### src/cvd_ctrl_pkg.sv
// Register map, field layout and timing constants of the converter control
package cvd_ctrl_pkg;
  localparam logic [7:0] OFS_ADC1_CTRL = 8'h00;
  localparam logic [7:0] OFS_ADC2_CTRL = 8'h04;
  localparam logic [7:0] OFS_ADC1_SEC = 8'h08;
  localparam logic [7:0] OFS_ADC2_SEC = 8'h0c;
  localparam logic [7:0] OFS_COMMON = 8'h10;
  localparam logic [7:0] OFS_TRIG1 = 8'h14;
  localparam logic [7:0] OFS_TRIG2 = 8'h18;
  localparam logic [7:0] OFS_DSAMPLE = 8'h1c;
  localparam logic [7:0] OFS_FLAGS = 8'h20;
  localparam logic [7:0] REG_RST = 8'h00;
  localparam logic [23:0] RD_PAD = 24'h000000;
  // Channel control: enable, start/done, primary channel code
  localparam int CTRL_EN_BIT = 0;
  localparam int CTRL_GO_BIT = 1;
  localparam int CTRL_CHS_LSB = 2;
  localparam int CTRL_CHS_MSB = 6;
  localparam int SEC_MSB = 6;
  localparam logic [7:0] SEC_MASK = 8'h7f;
  // Common control: format bit 7, clock select 6:4, sync start 2, ref 1:0
  localparam logic [7:0] COM_MASK = 8'hf3;
  localparam int COM_SYNC_BIT = 2;
  localparam int CLKSEL_LSB = 4;
  localparam int CLKSEL_MSB = 6;
  localparam logic [2:0] CLKSEL_RC = 3'h7;
  localparam logic [7:0] TRIG_MASK = 8'h70;
  localparam int TRIG_LSB = 4;
  localparam int TRIG_MSB = 6;
  localparam logic [2:0] TRIG_RISE = 3'h6;
  localparam logic [2:0] TRIG_FALL = 3'h7;
  // Fixed primary channel codes
  localparam logic [4:0] CH_AN0 = 5'h00;
  localparam logic [4:0] CH_AN2 = 5'h02;
  localparam logic [4:0] CH_REF = 5'h1b;
  localparam logic [4:0] CH_TEMP = 5'h1d;
  localparam logic [4:0] CH_FVR = 5'h1f;
  localparam logic [4:0] SEC_BASE1 = 5'h0a;
  localparam logic [4:0] SEC_BASE2 = 5'h14;
  localparam logic [4:0] SEC_SPAN = 5'h06;
  // Timing
  localparam int CLK_PERIOD_NS = 8;
  localparam int INSTR_CYCLE_NS = 125;
  localparam int CONV_TIME_NS = 1000;
  localparam int PRECHARGE_NS = 250;
  localparam logic [7:0] RC_WAIT_CYC =
    8'((INSTR_CYCLE_NS + CLK_PERIOD_NS - 1) / CLK_PERIOD_NS);
  localparam logic [7:0] CONV_CYC = 8'(CONV_TIME_NS / CLK_PERIOD_NS);
  localparam logic [7:0] PRE_CYC =
    8'((PRECHARGE_NS + CLK_PERIOD_NS - 1) / CLK_PERIOD_NS);
  localparam logic [7:0] CNT_ONE = 8'h01;
  localparam logic [7:0] CNT_ZERO = 8'h00;
  typedef enum logic [1:0] {S_IDLE, S_WAIT, S_CONV} conv_state_e;
endpackage

### src/cvd_ctrl.sv
// Two-converter start, channel and secondary connection control on AHB-Lite
// What this block does
// - Converter 2 code 11011 routes positive reference, 11101 temperature.
// - Start bit set while enabled begins conversion; hardware clears.
// - Software clearing start aborts: no result write, no flag.
// - With RC clock, wait one instruction cycle before converting.
// - Double-sample keeps start bit set until second conversion ends.
// - Converter 2 secondary bits 0..6 connect AN20..AN26.
// - Secondaries parallel to primary; pre-charge bias on both.
// - Input chosen primary and secondary acts as primary only.
// - Secondary bit forces its pin high-impedance over direction bit.
// - Secondary connections and overrides act only while enabled.
// - Sync start starts all enabled converters; reads OR of starts.
// - Bit 7 of channel control and secondary select reads zero.
// - Every reset clears all writable control bits.
// - Converter 1 secondary bits 0..6 connect AN10..AN16.
// - Trigger code 110 starts on rising pin edge, 111 on falling.
`timescale 1ns/1ns
`default_nettype none
module cvd_ctrl
  import cvd_ctrl_pkg::*;
(
  input wire logic CLK,
  input wire logic SYS_RST,
  input wire logic HSEL,
  input wire logic [31:0] HADDR,
  input wire logic [1:0] HTRANS,
  input wire logic HWRITE,
  input wire logic [2:0] HSIZE,
  input wire logic [31:0] HWDATA,
  input wire logic HREADY,
  output logic [31:0] HRDATA,
  output logic HREADYOUT,
  output logic HRESP,
  input wire logic EXT_TRIGGER,
  input wire logic [6:0] PIN_DIR1_IN,
  input wire logic [6:0] PIN_DIR2_IN,
  output logic [6:0] PIN_DIR1_OUT,
  output logic [6:0] PIN_DIR2_OUT,
  output logic [1:0] ADC_POWER,
  output logic [1:0] ADC_MUX_ON,
  output logic [4:0] ADC1_MUX_CODE,
  output logic [4:0] ADC2_MUX_CODE,
  output logic [6:0] ADC1_SEC_CONNECT,
  output logic [6:0] ADC2_SEC_CONNECT,
  output logic [1:0] ADC_CONVERTING,
  output logic [1:0] ADC_BIAS_DRIVE,
  output logic [1:0] ADC_RESULT_WRITE,
  output logic [1:0] ADC_RESULT_SLOT,
  output logic [1:0] ADC_FLAG
);

  function automatic logic in_span(input logic [4:0] c,
                                   input logic [4:0] base);
    in_span = (c >= base) && (c <= 5'(base + SEC_SPAN));
  endfunction

  function automatic logic chan_valid(input logic [4:0] c,
                                      input logic [4:0] base);
    chan_valid = (c <= CH_AN2) || (c == CH_REF) || (c == CH_TEMP) ||
                 (c == CH_FVR) || in_span(c, base);
  endfunction

  function automatic logic [6:0] sec_eff(input logic [6:0] sec,
                                         input logic [4:0] c,
                                         input logic [4:0] base);
    logic [4:0] idx;
    idx = 5'(c - base);
    sec_eff = sec;
    if (in_span(c, base))
    begin
      sec_eff[idx[2:0]] = 1'b0;
    end
  endfunction

  logic [1:0][7:0] ctrl_q, sec_q, trig_q;
  logic [7:0] com_q;
  logic [1:0] go_q, ds_q, flag_q, second_q;
  conv_state_e st_q [2];
  logic [1:0][7:0] cnt_q;
  logic wr_pend_q, rd_pend_q, ready_q;
  logic [7:0] addr_q;
  logic [31:0] rdata_q;
  logic trg_s1_q, trg_s2_q, trg_s3_q;
  logic [1:0] power_q, muxon_q, conv_q, bias_q, reswr_q, slot_q;
  logic [1:0][4:0] mux_q;
  logic [1:0][6:0] secc_q, pdir_q;
  logic ap_ok, trg_rise, trg_fall, wr_com, wr_flags, wr_ds;
  logic [1:0] wr_ctrl, wr_sec, wr_trig, en, rc_sel, set_ev;
  logic [1:0] done_pulse, done_fin;
  logic [1:0][4:0] chs, base;
  logic [1:0][6:0] sec_e;
  logic [7:0] rd_c;

  assign ap_ok = HSEL && HREADY && HTRANS[1];
  assign wr_com = wr_pend_q && (addr_q == OFS_COMMON);
  assign wr_flags = wr_pend_q && (addr_q == OFS_FLAGS);
  assign wr_ds = wr_pend_q && (addr_q == OFS_DSAMPLE);
  assign trg_rise = trg_s2_q && !trg_s3_q;
  assign trg_fall = !trg_s2_q && trg_s3_q;
  assign base[0] = SEC_BASE1;
  assign base[1] = SEC_BASE2;

  always_comb
  begin
    for (int i = 0; i < 2; i++)
    begin
      wr_ctrl[i] = wr_pend_q && (addr_q == (i == 0 ? OFS_ADC1_CTRL
                                                   : OFS_ADC2_CTRL));
      wr_sec[i] = wr_pend_q && (addr_q == (i == 0 ? OFS_ADC1_SEC
                                                  : OFS_ADC2_SEC));
      wr_trig[i] = wr_pend_q && (addr_q == (i == 0 ? OFS_TRIG1 : OFS_TRIG2));
      en[i] = ctrl_q[i][CTRL_EN_BIT];
      chs[i] = ctrl_q[i][CTRL_CHS_MSB:CTRL_CHS_LSB];
      rc_sel[i] = com_q[CLKSEL_MSB:CLKSEL_LSB] == CLKSEL_RC;
      sec_e[i] = sec_eff(sec_q[i][SEC_MSB:0], chs[i], base[i]);
      set_ev[i] = (wr_com && HWDATA[COM_SYNC_BIT]) ||
        (trig_q[i][TRIG_MSB:TRIG_LSB] == TRIG_RISE && trg_rise) ||
        (trig_q[i][TRIG_MSB:TRIG_LSB] == TRIG_FALL && trg_fall);
      done_pulse[i] = (st_q[i] == S_CONV) && (cnt_q[i] == CONV_CYC - CNT_ONE)
                      && go_q[i] && en[i];
      done_fin[i] = done_pulse[i] && !(ds_q[i] && !second_q[i]);
    end
  end

  // Registered read data: one wait state, so a write just before lands first
  always_comb
  begin
    rd_c = REG_RST;
    case (addr_q)
      OFS_ADC1_CTRL: rd_c = {ctrl_q[0][7:2], go_q[0], ctrl_q[0][0]};
      OFS_ADC2_CTRL: rd_c = {ctrl_q[1][7:2], go_q[1], ctrl_q[1][0]};
      OFS_ADC1_SEC: rd_c = sec_q[0];
      OFS_ADC2_SEC: rd_c = sec_q[1];
      OFS_COMMON: rd_c = com_q | {5'h00, |go_q, 2'h0};
      OFS_TRIG1: rd_c = trig_q[0];
      OFS_TRIG2: rd_c = trig_q[1];
      OFS_DSAMPLE: rd_c = {6'h00, ds_q};
      OFS_FLAGS: rd_c = {6'h00, flag_q};
      default: rd_c = REG_RST;
    endcase
  end

  always_ff @(posedge CLK)
  begin
    if (SYS_RST)
    begin
      wr_pend_q <= 1'b0;
      rd_pend_q <= 1'b0;
      ready_q <= 1'b1;
      addr_q <= REG_RST;
      rdata_q <= {RD_PAD, REG_RST};
    end
    else
    begin
      wr_pend_q <= ap_ok && HWRITE;
      rd_pend_q <= ap_ok && !HWRITE;
      ready_q <= !(ap_ok && !HWRITE);
      if (ap_ok)
      begin
        addr_q <= HADDR[7:0];
      end
      if (rd_pend_q)
      begin
        rdata_q <= {RD_PAD, rd_c};
      end
    end
  end

  // Control registers; reserved bit 7 is never stored
  always_ff @(posedge CLK)
  begin
    if (SYS_RST)
    begin
      ctrl_q <= '0;
      sec_q <= '0;
      trig_q <= '0;
      com_q <= REG_RST;
      ds_q <= '0;
    end
    else
    begin
      for (int i = 0; i < 2; i++)
      begin
        if (wr_ctrl[i])
        begin
          ctrl_q[i] <= HWDATA[7:0] & SEC_MASK & ~8'h02;
        end
        if (wr_sec[i])
        begin
          sec_q[i] <= HWDATA[7:0] & SEC_MASK;
        end
        if (wr_trig[i])
        begin
          trig_q[i] <= HWDATA[7:0] & TRIG_MASK;
        end
      end
      if (wr_com)
      begin
        com_q <= HWDATA[7:0] & COM_MASK & ~8'h04;
      end
      if (wr_ds)
      begin
        ds_q <= HWDATA[1:0];
      end
    end
  end

  // Start/done and flag; any set source beats the hardware clear
  always_ff @(posedge CLK)
  begin
    if (SYS_RST)
    begin
      go_q <= '0;
      flag_q <= '0;
    end
    else
    begin
      for (int i = 0; i < 2; i++)
      begin
        if (wr_ctrl[i])
        begin
          go_q[i] <= HWDATA[CTRL_GO_BIT] && HWDATA[CTRL_EN_BIT];
        end
        else if (!en[i])
        begin
          go_q[i] <= 1'b0;
        end
        else if (set_ev[i])
        begin
          go_q[i] <= 1'b1;
        end
        else if (done_fin[i])
        begin
          go_q[i] <= 1'b0;
        end
        if (done_fin[i])
        begin
          flag_q[i] <= 1'b1;
        end
        else if (wr_flags && HWDATA[i])
        begin
          flag_q[i] <= 1'b0;
        end
      end
    end
  end

  // Conversion sequence; analog timing beyond this length lives outside
  always_ff @(posedge CLK)
  begin
    if (SYS_RST)
    begin
      cnt_q <= '0;
      second_q <= '0;
      for (int i = 0; i < 2; i++)
      begin
        st_q[i] <= S_IDLE;
      end
    end
    else
    begin
      for (int i = 0; i < 2; i++)
      begin
        case (st_q[i])
          S_IDLE:
          begin
            second_q[i] <= 1'b0;
            cnt_q[i] <= CNT_ZERO;
            if (go_q[i] && en[i])
            begin
              st_q[i] <= rc_sel[i] ? S_WAIT : S_CONV;
            end
          end
          S_WAIT:
          begin
            if (!go_q[i] || !en[i])
            begin
              st_q[i] <= S_IDLE;
            end
            else if (cnt_q[i] == RC_WAIT_CYC - CNT_ONE)
            begin
              st_q[i] <= S_CONV;
              cnt_q[i] <= CNT_ZERO;
            end
            else
            begin
              cnt_q[i] <= cnt_q[i] + CNT_ONE;
            end
          end
          S_CONV:
          begin
            if (!go_q[i] || !en[i])
            begin
              st_q[i] <= S_IDLE;
            end
            else if (done_pulse[i])
            begin
              cnt_q[i] <= CNT_ZERO;
              if (done_fin[i])
              begin
                st_q[i] <= S_IDLE;
              end
              else
              begin
                second_q[i] <= 1'b1;
              end
            end
            else
            begin
              cnt_q[i] <= cnt_q[i] + CNT_ONE;
            end
          end
          default: st_q[i] <= S_IDLE;
        endcase
      end
    end
  end

  // Trigger pin synchroniser and edge detect
  always_ff @(posedge CLK)
  begin
    if (SYS_RST)
    begin
      trg_s1_q <= 1'b0;
      trg_s2_q <= 1'b0;
      trg_s3_q <= 1'b0;
    end
    else
    begin
      trg_s1_q <= EXT_TRIGGER;
      trg_s2_q <= trg_s1_q;
      trg_s3_q <= trg_s2_q;
    end
  end

  // Analog switch and pin outputs, registered one cycle behind the control
  always_ff @(posedge CLK)
  begin
    if (SYS_RST)
    begin
      power_q <= '0;
      muxon_q <= '0;
      mux_q <= '0;
      secc_q <= '0;
      pdir_q <= '0;
      conv_q <= '0;
      bias_q <= '0;
      reswr_q <= '0;
      slot_q <= '0;
    end
    else
    begin
      for (int i = 0; i < 2; i++)
      begin
        power_q[i] <= en[i];
        muxon_q[i] <= en[i] && chan_valid(chs[i], base[i]);
        mux_q[i] <= chs[i];
        secc_q[i] <= en[i] ? sec_e[i] : 7'h00;
        pdir_q[i] <= (i == 0 ? PIN_DIR1_IN : PIN_DIR2_IN) |
                     (en[i] ? sec_e[i] : 7'h00);
        conv_q[i] <= st_q[i] == S_CONV;
        bias_q[i] <= st_q[i] == S_CONV && cnt_q[i] < PRE_CYC;
        reswr_q[i] <= done_pulse[i];
        slot_q[i] <= second_q[i];
      end
    end
  end

  assign HRDATA = rdata_q;
  assign HREADYOUT = ready_q;
  assign HRESP = 1'b0;
  assign PIN_DIR1_OUT = pdir_q[0];
  assign PIN_DIR2_OUT = pdir_q[1];
  assign ADC_POWER = power_q;
  assign ADC_MUX_ON = muxon_q;
  assign ADC1_MUX_CODE = mux_q[0];
  assign ADC2_MUX_CODE = mux_q[1];
  assign ADC1_SEC_CONNECT = secc_q[0];
  assign ADC2_SEC_CONNECT = secc_q[1];
  assign ADC_CONVERTING = conv_q;
  assign ADC_BIAS_DRIVE = bias_q;
  assign ADC_RESULT_WRITE = reswr_q;
  assign ADC_RESULT_SLOT = slot_q;
  assign ADC_FLAG = flag_q;
endmodule
`default_nettype wire

### config.mk
export PLATFORM = sky130hd
export DESIGN_NAME = cvd_ctrl
export DESIGN_NICKNAME = d
export VERILOG_FILES = /design/src/cvd_ctrl_pkg.sv /design/src/cvd_ctrl.sv
export SDC_FILE = /design/constraint.sdc
export NUM_CORES = 1
export LEC_CHECK = 0
export ABC_CLOCK_PERIOD_IN_PS = 2520
export BUFFER_PORTS_ARGS = -buffer_cell sky130_fd_sc_hd__buf_4
export CORE_MARGIN = 8
export CORE_UTILIZATION = 45
export CTS_BUF_LIST = sky130_fd_sc_hd__clkbuf_4 sky130_fd_sc_hd__clkbuf_8 sky130_fd_sc_hd__clkbuf_16
export DETAILED_ROUTE_END_ITERATION = 8
export GPL_ROUTABILITY_DRIVEN = 0
export PLACE_DENSITY_LB_ADDON = 0.12
export SYNTH_ARGS = -nofsm -noshare
export SYNTH_HDL_FRONTEND = slang
export SYNTH_SLANG_ARGS = --single-unit
### constraint.sdc
create_clock -name CLK -period 2.52 [get_ports CLK]
set_clock_uncertainty 0.2 [all_clocks]
set_input_delay 0 -clock CLK [delete_from_list [all_inputs] [get_ports CLK]]
set_output_delay 0 -clock CLK [all_outputs]
set_load 0.005 [all_outputs]
Word level (Yosys, flattened, before mapping). Memories as Yosys holds them, arrays and structs flattened. Index checks and enable logic that the tools add are counted.

$lt $le $gt $ge: 12. Reductions and logical operators: 85. $add $sub $neg: 4. Bitwise gates (word level): 19. Muxes and demuxes: 104. Equal/unequal tests: 37.

Operators by type and width (count): two-way mux 1 bit (72); case mux 8 bit (9 select lines) (1); two-way mux 8 bit (8); case mux 8 bit (3 select lines) (2); logical AND 1 bit (43); == test 8 x 4 -> 1 bit (second input constant) (4); == test 8 x 5 -> 1 bit (second input constant) (4); == test 5 bit (second input constant) (6); two-way mux 7 bit (4); two-way mux 2 bit (13); adder 8 x 1 -> 8 bit (second input constant) (2); == test 8 x 7 -> 1 bit (second input constant) (2); < comparator 8 x 6 -> 1 bit (second input constant) (2); != test 2 bit (second input constant) (8); == test 3 bit (second input constant) (5); bitwise AND 7 bit (2); logical OR 1 bit (14); inverter 7 bit (2); OR 7 bit (2); zero test 1 bit (12); OR 1 bit (12); less-or-equal comparator 5 x 2 -> 1 bit (second input constant) (2); less-or-equal comparator 5 bit (second input constant) (2); == test 8 x 3 -> 1 bit (second input constant) (1); other kinds (21) (36).

Word-level logic and storage cells: 298. Output and inout bits: 86. Memory bits (writable): 4. Memories: 1. Flip-flop bits (word level): 134. Bits of input ports: 89.

Memories: st_q (words 2, width 2, rd ports 2, clocked after Yosys merged registers in 0, wr ports 2, line cvd_ctrl.sv:79) `conv_state_e st_q [2];`.

Depth between registers and ports, before layout. An unclocked memory read counts as a cell.

Depth after elaboration: 14. Depth in mapped cells: 8. Mapped depth without buffers: 7.

Least setup slack after synthesis. Ideal clock, no wire load.

Kind: flip-flop to flip-flop. Start: memory st_q[0][0] in the netlist's numbering. End: memory st_q[1][1] in the netlist's numbering (data pin). Data arrival time: 1608 ps. Cell stages (with the launch flop): 8. Slack: 456 ps. Path buffers: 0. Setup time: 257 ps. Period minus slack after synthesis: 2064 ps. Required time: 2063 ps. Path through: edfxtp_1 -> inv_1 -> ha_1 -> nor2b_1 -> a22o_1 -> a31oi_1 -> nand3_1 -> a32o_1.

RTL lines (line): from (decl) (cvd_ctrl.sv:79).

==> run_results.csv <==
group,metric,value,unit
outcome,run_status,"completed",
synth,ys.warnings.count,0,
sta,period_share,0.936,
route,drt_pass1_iterations,5,
route,detail-route-antenna-nets,0,
final_layout,cell_area_after_layout,7830,um^2
sta,timing.final.setup_violations,0,
synth,number_of_enable_flip_flop_cells_after_synthesis,3,
sta,post-route-worst-setup-slack,161,ps
final_layout,flow.area_growth_from_synthesis,30.3,%
power_and_ir_drop,ir_drop,0.000425,V
global_routing,grt_usage,0.186,
setup_path,crit_path_cell_trace,"inv_1 > ha_1 > a2bb2oi_1 > nor2_2 > o21ai_0 > a21oi_1 > a32o_1",
clock_network,clk_latency,420,ps
clock_network,ctsRootBufferMaster,"sky130_fd_sc_hd__clkbuf_16",
synth,synth_seq_cells,138,
synth,synth_cell_type_count,68,
setup_path,rr_startpoint,"st_q[1][1]",
floorplanning,die-height,132,um
power_and_ir_drop,power_density,639,nW/um^2
synth,synthFlopType,"sky130_fd_sc_hd__dfxtp_1",
flow_run,drv_cap,0,
clock_network,htree_levels,4,
clock_network,cts.path.max_buffers,2,
place,place_area,6800,um^2
route,vias_per_cell,5.33,
setup_path,worstPathMaxFanout,7,
clock_network,cts_tree,"done",
floorplanning,core_area,13100,um^2
power_and_ir_drop,static-leakage-power,3.44,nW
sta,worstMarginPinSlew,603,ps
final_layout,post_route_cells_drive_above_1_share,0.192,
final_layout,final_layout_fill_cell_count,1146,
floorplanning,initial_cell_density_of_the_core,0.458,
floorplanning,pin_count,175,
setup_path,timing.critical_path.from_type,"flip-flop",
setup_path,critPathMaxStageDelay,500,ps
synth,synth-seq-area-share,0.464,
final_layout,sequential_cell_area,2790,um^2
route,detailroute.via_count,5195,
hold_path,worstHoldPathType,"input port to flip-flop",
final_layout,final_nets,886,
sta,finalHoldWorstSlack,120,ps
route,drt_iter0_drc,397,
place,post-dp-hpwl,11.2,mm
sta,max_clock_freq,424,MHz
setup_path,setup.worst_path.class,"flip-flop to flip-flop",
clock_network,cts_buffers,17,
setup_path,r2r-end,"st_q[1][1]",
floorplanning,floorplan_row_count,42,
final_layout,multi_input_area,2920,um^2
final_layout,insertedDiodeCount,0,
global_routing,grt_pass1_vias,5315,
synth,async_flop_share,0,
setup_path,critical-path-slowest-cell,"sky130_fd_sc_hd__a2bb2oi_1",
global_routing,grt_pass1_wl,26.4,mm
clock_network,clk_transition_reported_paths,60,ps
synth,syn-instance-count,645,
hold_path,worst_hold_path.num_cells,3,
setup_path,worst_ep_required_time,2490,ps
route,finalWirelength,16.1,mm
route,drt_drc_violations_left,0,
synth,postSynthAreaPerCell,9.32,um^2
setup_path,critPathArrivalTime,2330,ps
floorplanning,die_width,132,um
hold_path,min-delay-start,"PIN_DIR1_IN[3]",
place,place.port_buffers,97,
sta,hold_viol,0,
sta,timing.slew.headroom,0.597,
hold_path,hold_path_end,"PIN_DIR1_OUT[3]",
setup_path,worst_setup_slack_for_register_to_register_paths,160,ps
global_routing,number_of_antenna_violations_at_the_first_check_in_global_routing,0,
route,routedWlPerCell,16.5,um
global_routing,grt_max_degree,53,
sta,setup_repair_after_global_routing_missed_its_margin,"false",
clock_network,clock-sinks,138,
sta,tns,0,ps
place,dp_worst_setup_slack,200,ps
sta,finalCriticalPeriod,2360,ps
floorplanning,fp.dieArea,17300,um^2
synth,area_of_the_mapped_netlist,6010,um^2
setup_path,rr_worst_depth,7,
global_routing,global_route_congestion_overflow_total,0,
setup_path,worst_setup_path_end_kind,"flip-flop",
sta,timing.final.max_slew_violations,0,
flip-flops by register name (all words and copies together) (netlist names), 4 cells and up:
name / flops
PIN_DIR1_OUT: 7
ADC2_SEC_CONNECT: 7
HRDATA: 8
sec_q: 14
ADC1_SEC_CONNECT: 7
ADC1_MUX_CODE: 5
PIN_DIR2_OUT: 7
ADC2_MUX_CODE: 5
cnt_q: 16
st_q: 4
addr_q: 8
trig_q: 6
chs: 10
com_q: 6
cell usage in the layout (no fill, tap or decap), drive strengths merged, types with 10 or more instances in the layout:
cell,Yosys,final
a22oi,10,10
clkbuf,15,23
o21ai,20,20
inv,20,21
nand2,68,68
nand2b,11,11
nor2,62,62
dlygate4sd3,0,44
mux2i,37,37
a21oi,39,39
ha,12,12
a21o,15,15
conb,1,25
buf,38,106
dfxtp,135,135
nand3,22,22
nor2b,20,20
layer usage:
layer	up-vias	wire length (um)	track usage
met3	32	760	0.0454
met1	2517	6840	0.215
met2	138	8050	0.316
li1	2508	-	-
met4	0	408	0.0919
met5	-	0	0
layout make-up:
type | count | area share
Multi-Input combinational cell | 458 | 0.373
Sequential cell | 138 | 0.357
Tap cell | 176 | 0.0281
Timing Repair Buffer | 150 | 0.158
Clock buffer | 23 | 0.0639
Inverter | 20 | 0.00958
Clock inverter | 9 | 0.0112
stage by stage:
stage,util,cells,power [W]
5_1_grt,0.596,974,0.00519
2_1_floorplan,-,669,0.00248
3_5_place_dp,0.518,898,0.00258
3_3_place_gp,0.518,898,0.00257
4_1_cts,0.596,974,0.00505
6_report,0.596,974,0.00501
kinds of logic after synthesis:
group,count (synthesis),share of synthesized area
xor+xnor,11,0.0160
fa+ha+maj,12,0.0250
flops,138,0.464
other cells,1,0.000624
compound gates,137,0.154
simple gates,236,0.213
mux,37,0.0616
buf+inv,73,0.0653
report_power, final:
part / switching, W / internal, W / total, W
sequential: 0.0000263 / 0.00222 / 0.00225
combinational: 0.000175 / 0.000161 / 0.000336
clock: 0.000922 / 0.00150 / 0.00242
critical path: cells and delay by family, from the launching register on:
family / cells / cell delay (ps)
AOI/OAI and AO/OA: 4 / 1020
DFF: 1 / 420
adders and majority gates: 1 / 200
and+or+nand+nor: 1 / 170
buffers and inverters: 1 / 100
how the worst max path moves through the flow:
stage,start,to,depth (start not counted)
6_report,st_q[1][1],st_q[1][1],7
5_1_grt,st_q[1][0],st_q[1][1],7
4_1_cts,st_q[1][1],st_q[1][1],7
3_5_place_dp,st_q[1][1],st_q[1][1],7
3_3_place_gp,st_q[1][1],st_q[1][1],7
2_1_floorplan,st_q[0][0],st_q[1][1],7
synthesized netlist by cell type, drive strengths merged (5+ instances only):
| library cell | number | area share |
|---|---|---|
| o311a | 9 | 0.015 |
| nand2b | 11 | 0.011 |
| and4 | 5 | 0.0073 |
| ha | 12 | 0.025 |
| a211oi | 7 | 0.0087 |
| nand4 | 6 | 0.0062 |
| nand3 | 22 | 0.023 |
| mux2i | 37 | 0.062 |
| o22ai | 6 | 0.0062 |
| nor4 | 6 | 0.012 |
| xor2 | 7 | 0.010 |
| nor2b | 20 | 0.021 |
| a31oi | 6 | 0.0062 |
| and2 | 5 | 0.0052 |
| a21oi | 39 | 0.032 |
| o21ai | 20 | 0.017 |
| a22oi | 10 | 0.012 |
| nor2 | 62 | 0.039 |
| a21o | 15 | 0.019 |
| dfxtp | 135 | 0.45 |
| and3 | 9 | 0.010 |
| clkbuf | 15 | 0.0094 |
| inv | 20 | 0.012 |
| nand2 | 68 | 0.042 |
| buf | 38 | 0.043 |
timing repair:
item / in CTS / in global routing
hold endpoints to repair: 81 / 0
resized for setup: 0 / 1
hold buffers: 44 / 0
setup endpoints to repair: 0 / 2
buffers inserted: 0 / 0
Note: power is estimated with default switching activity, not from simulation.
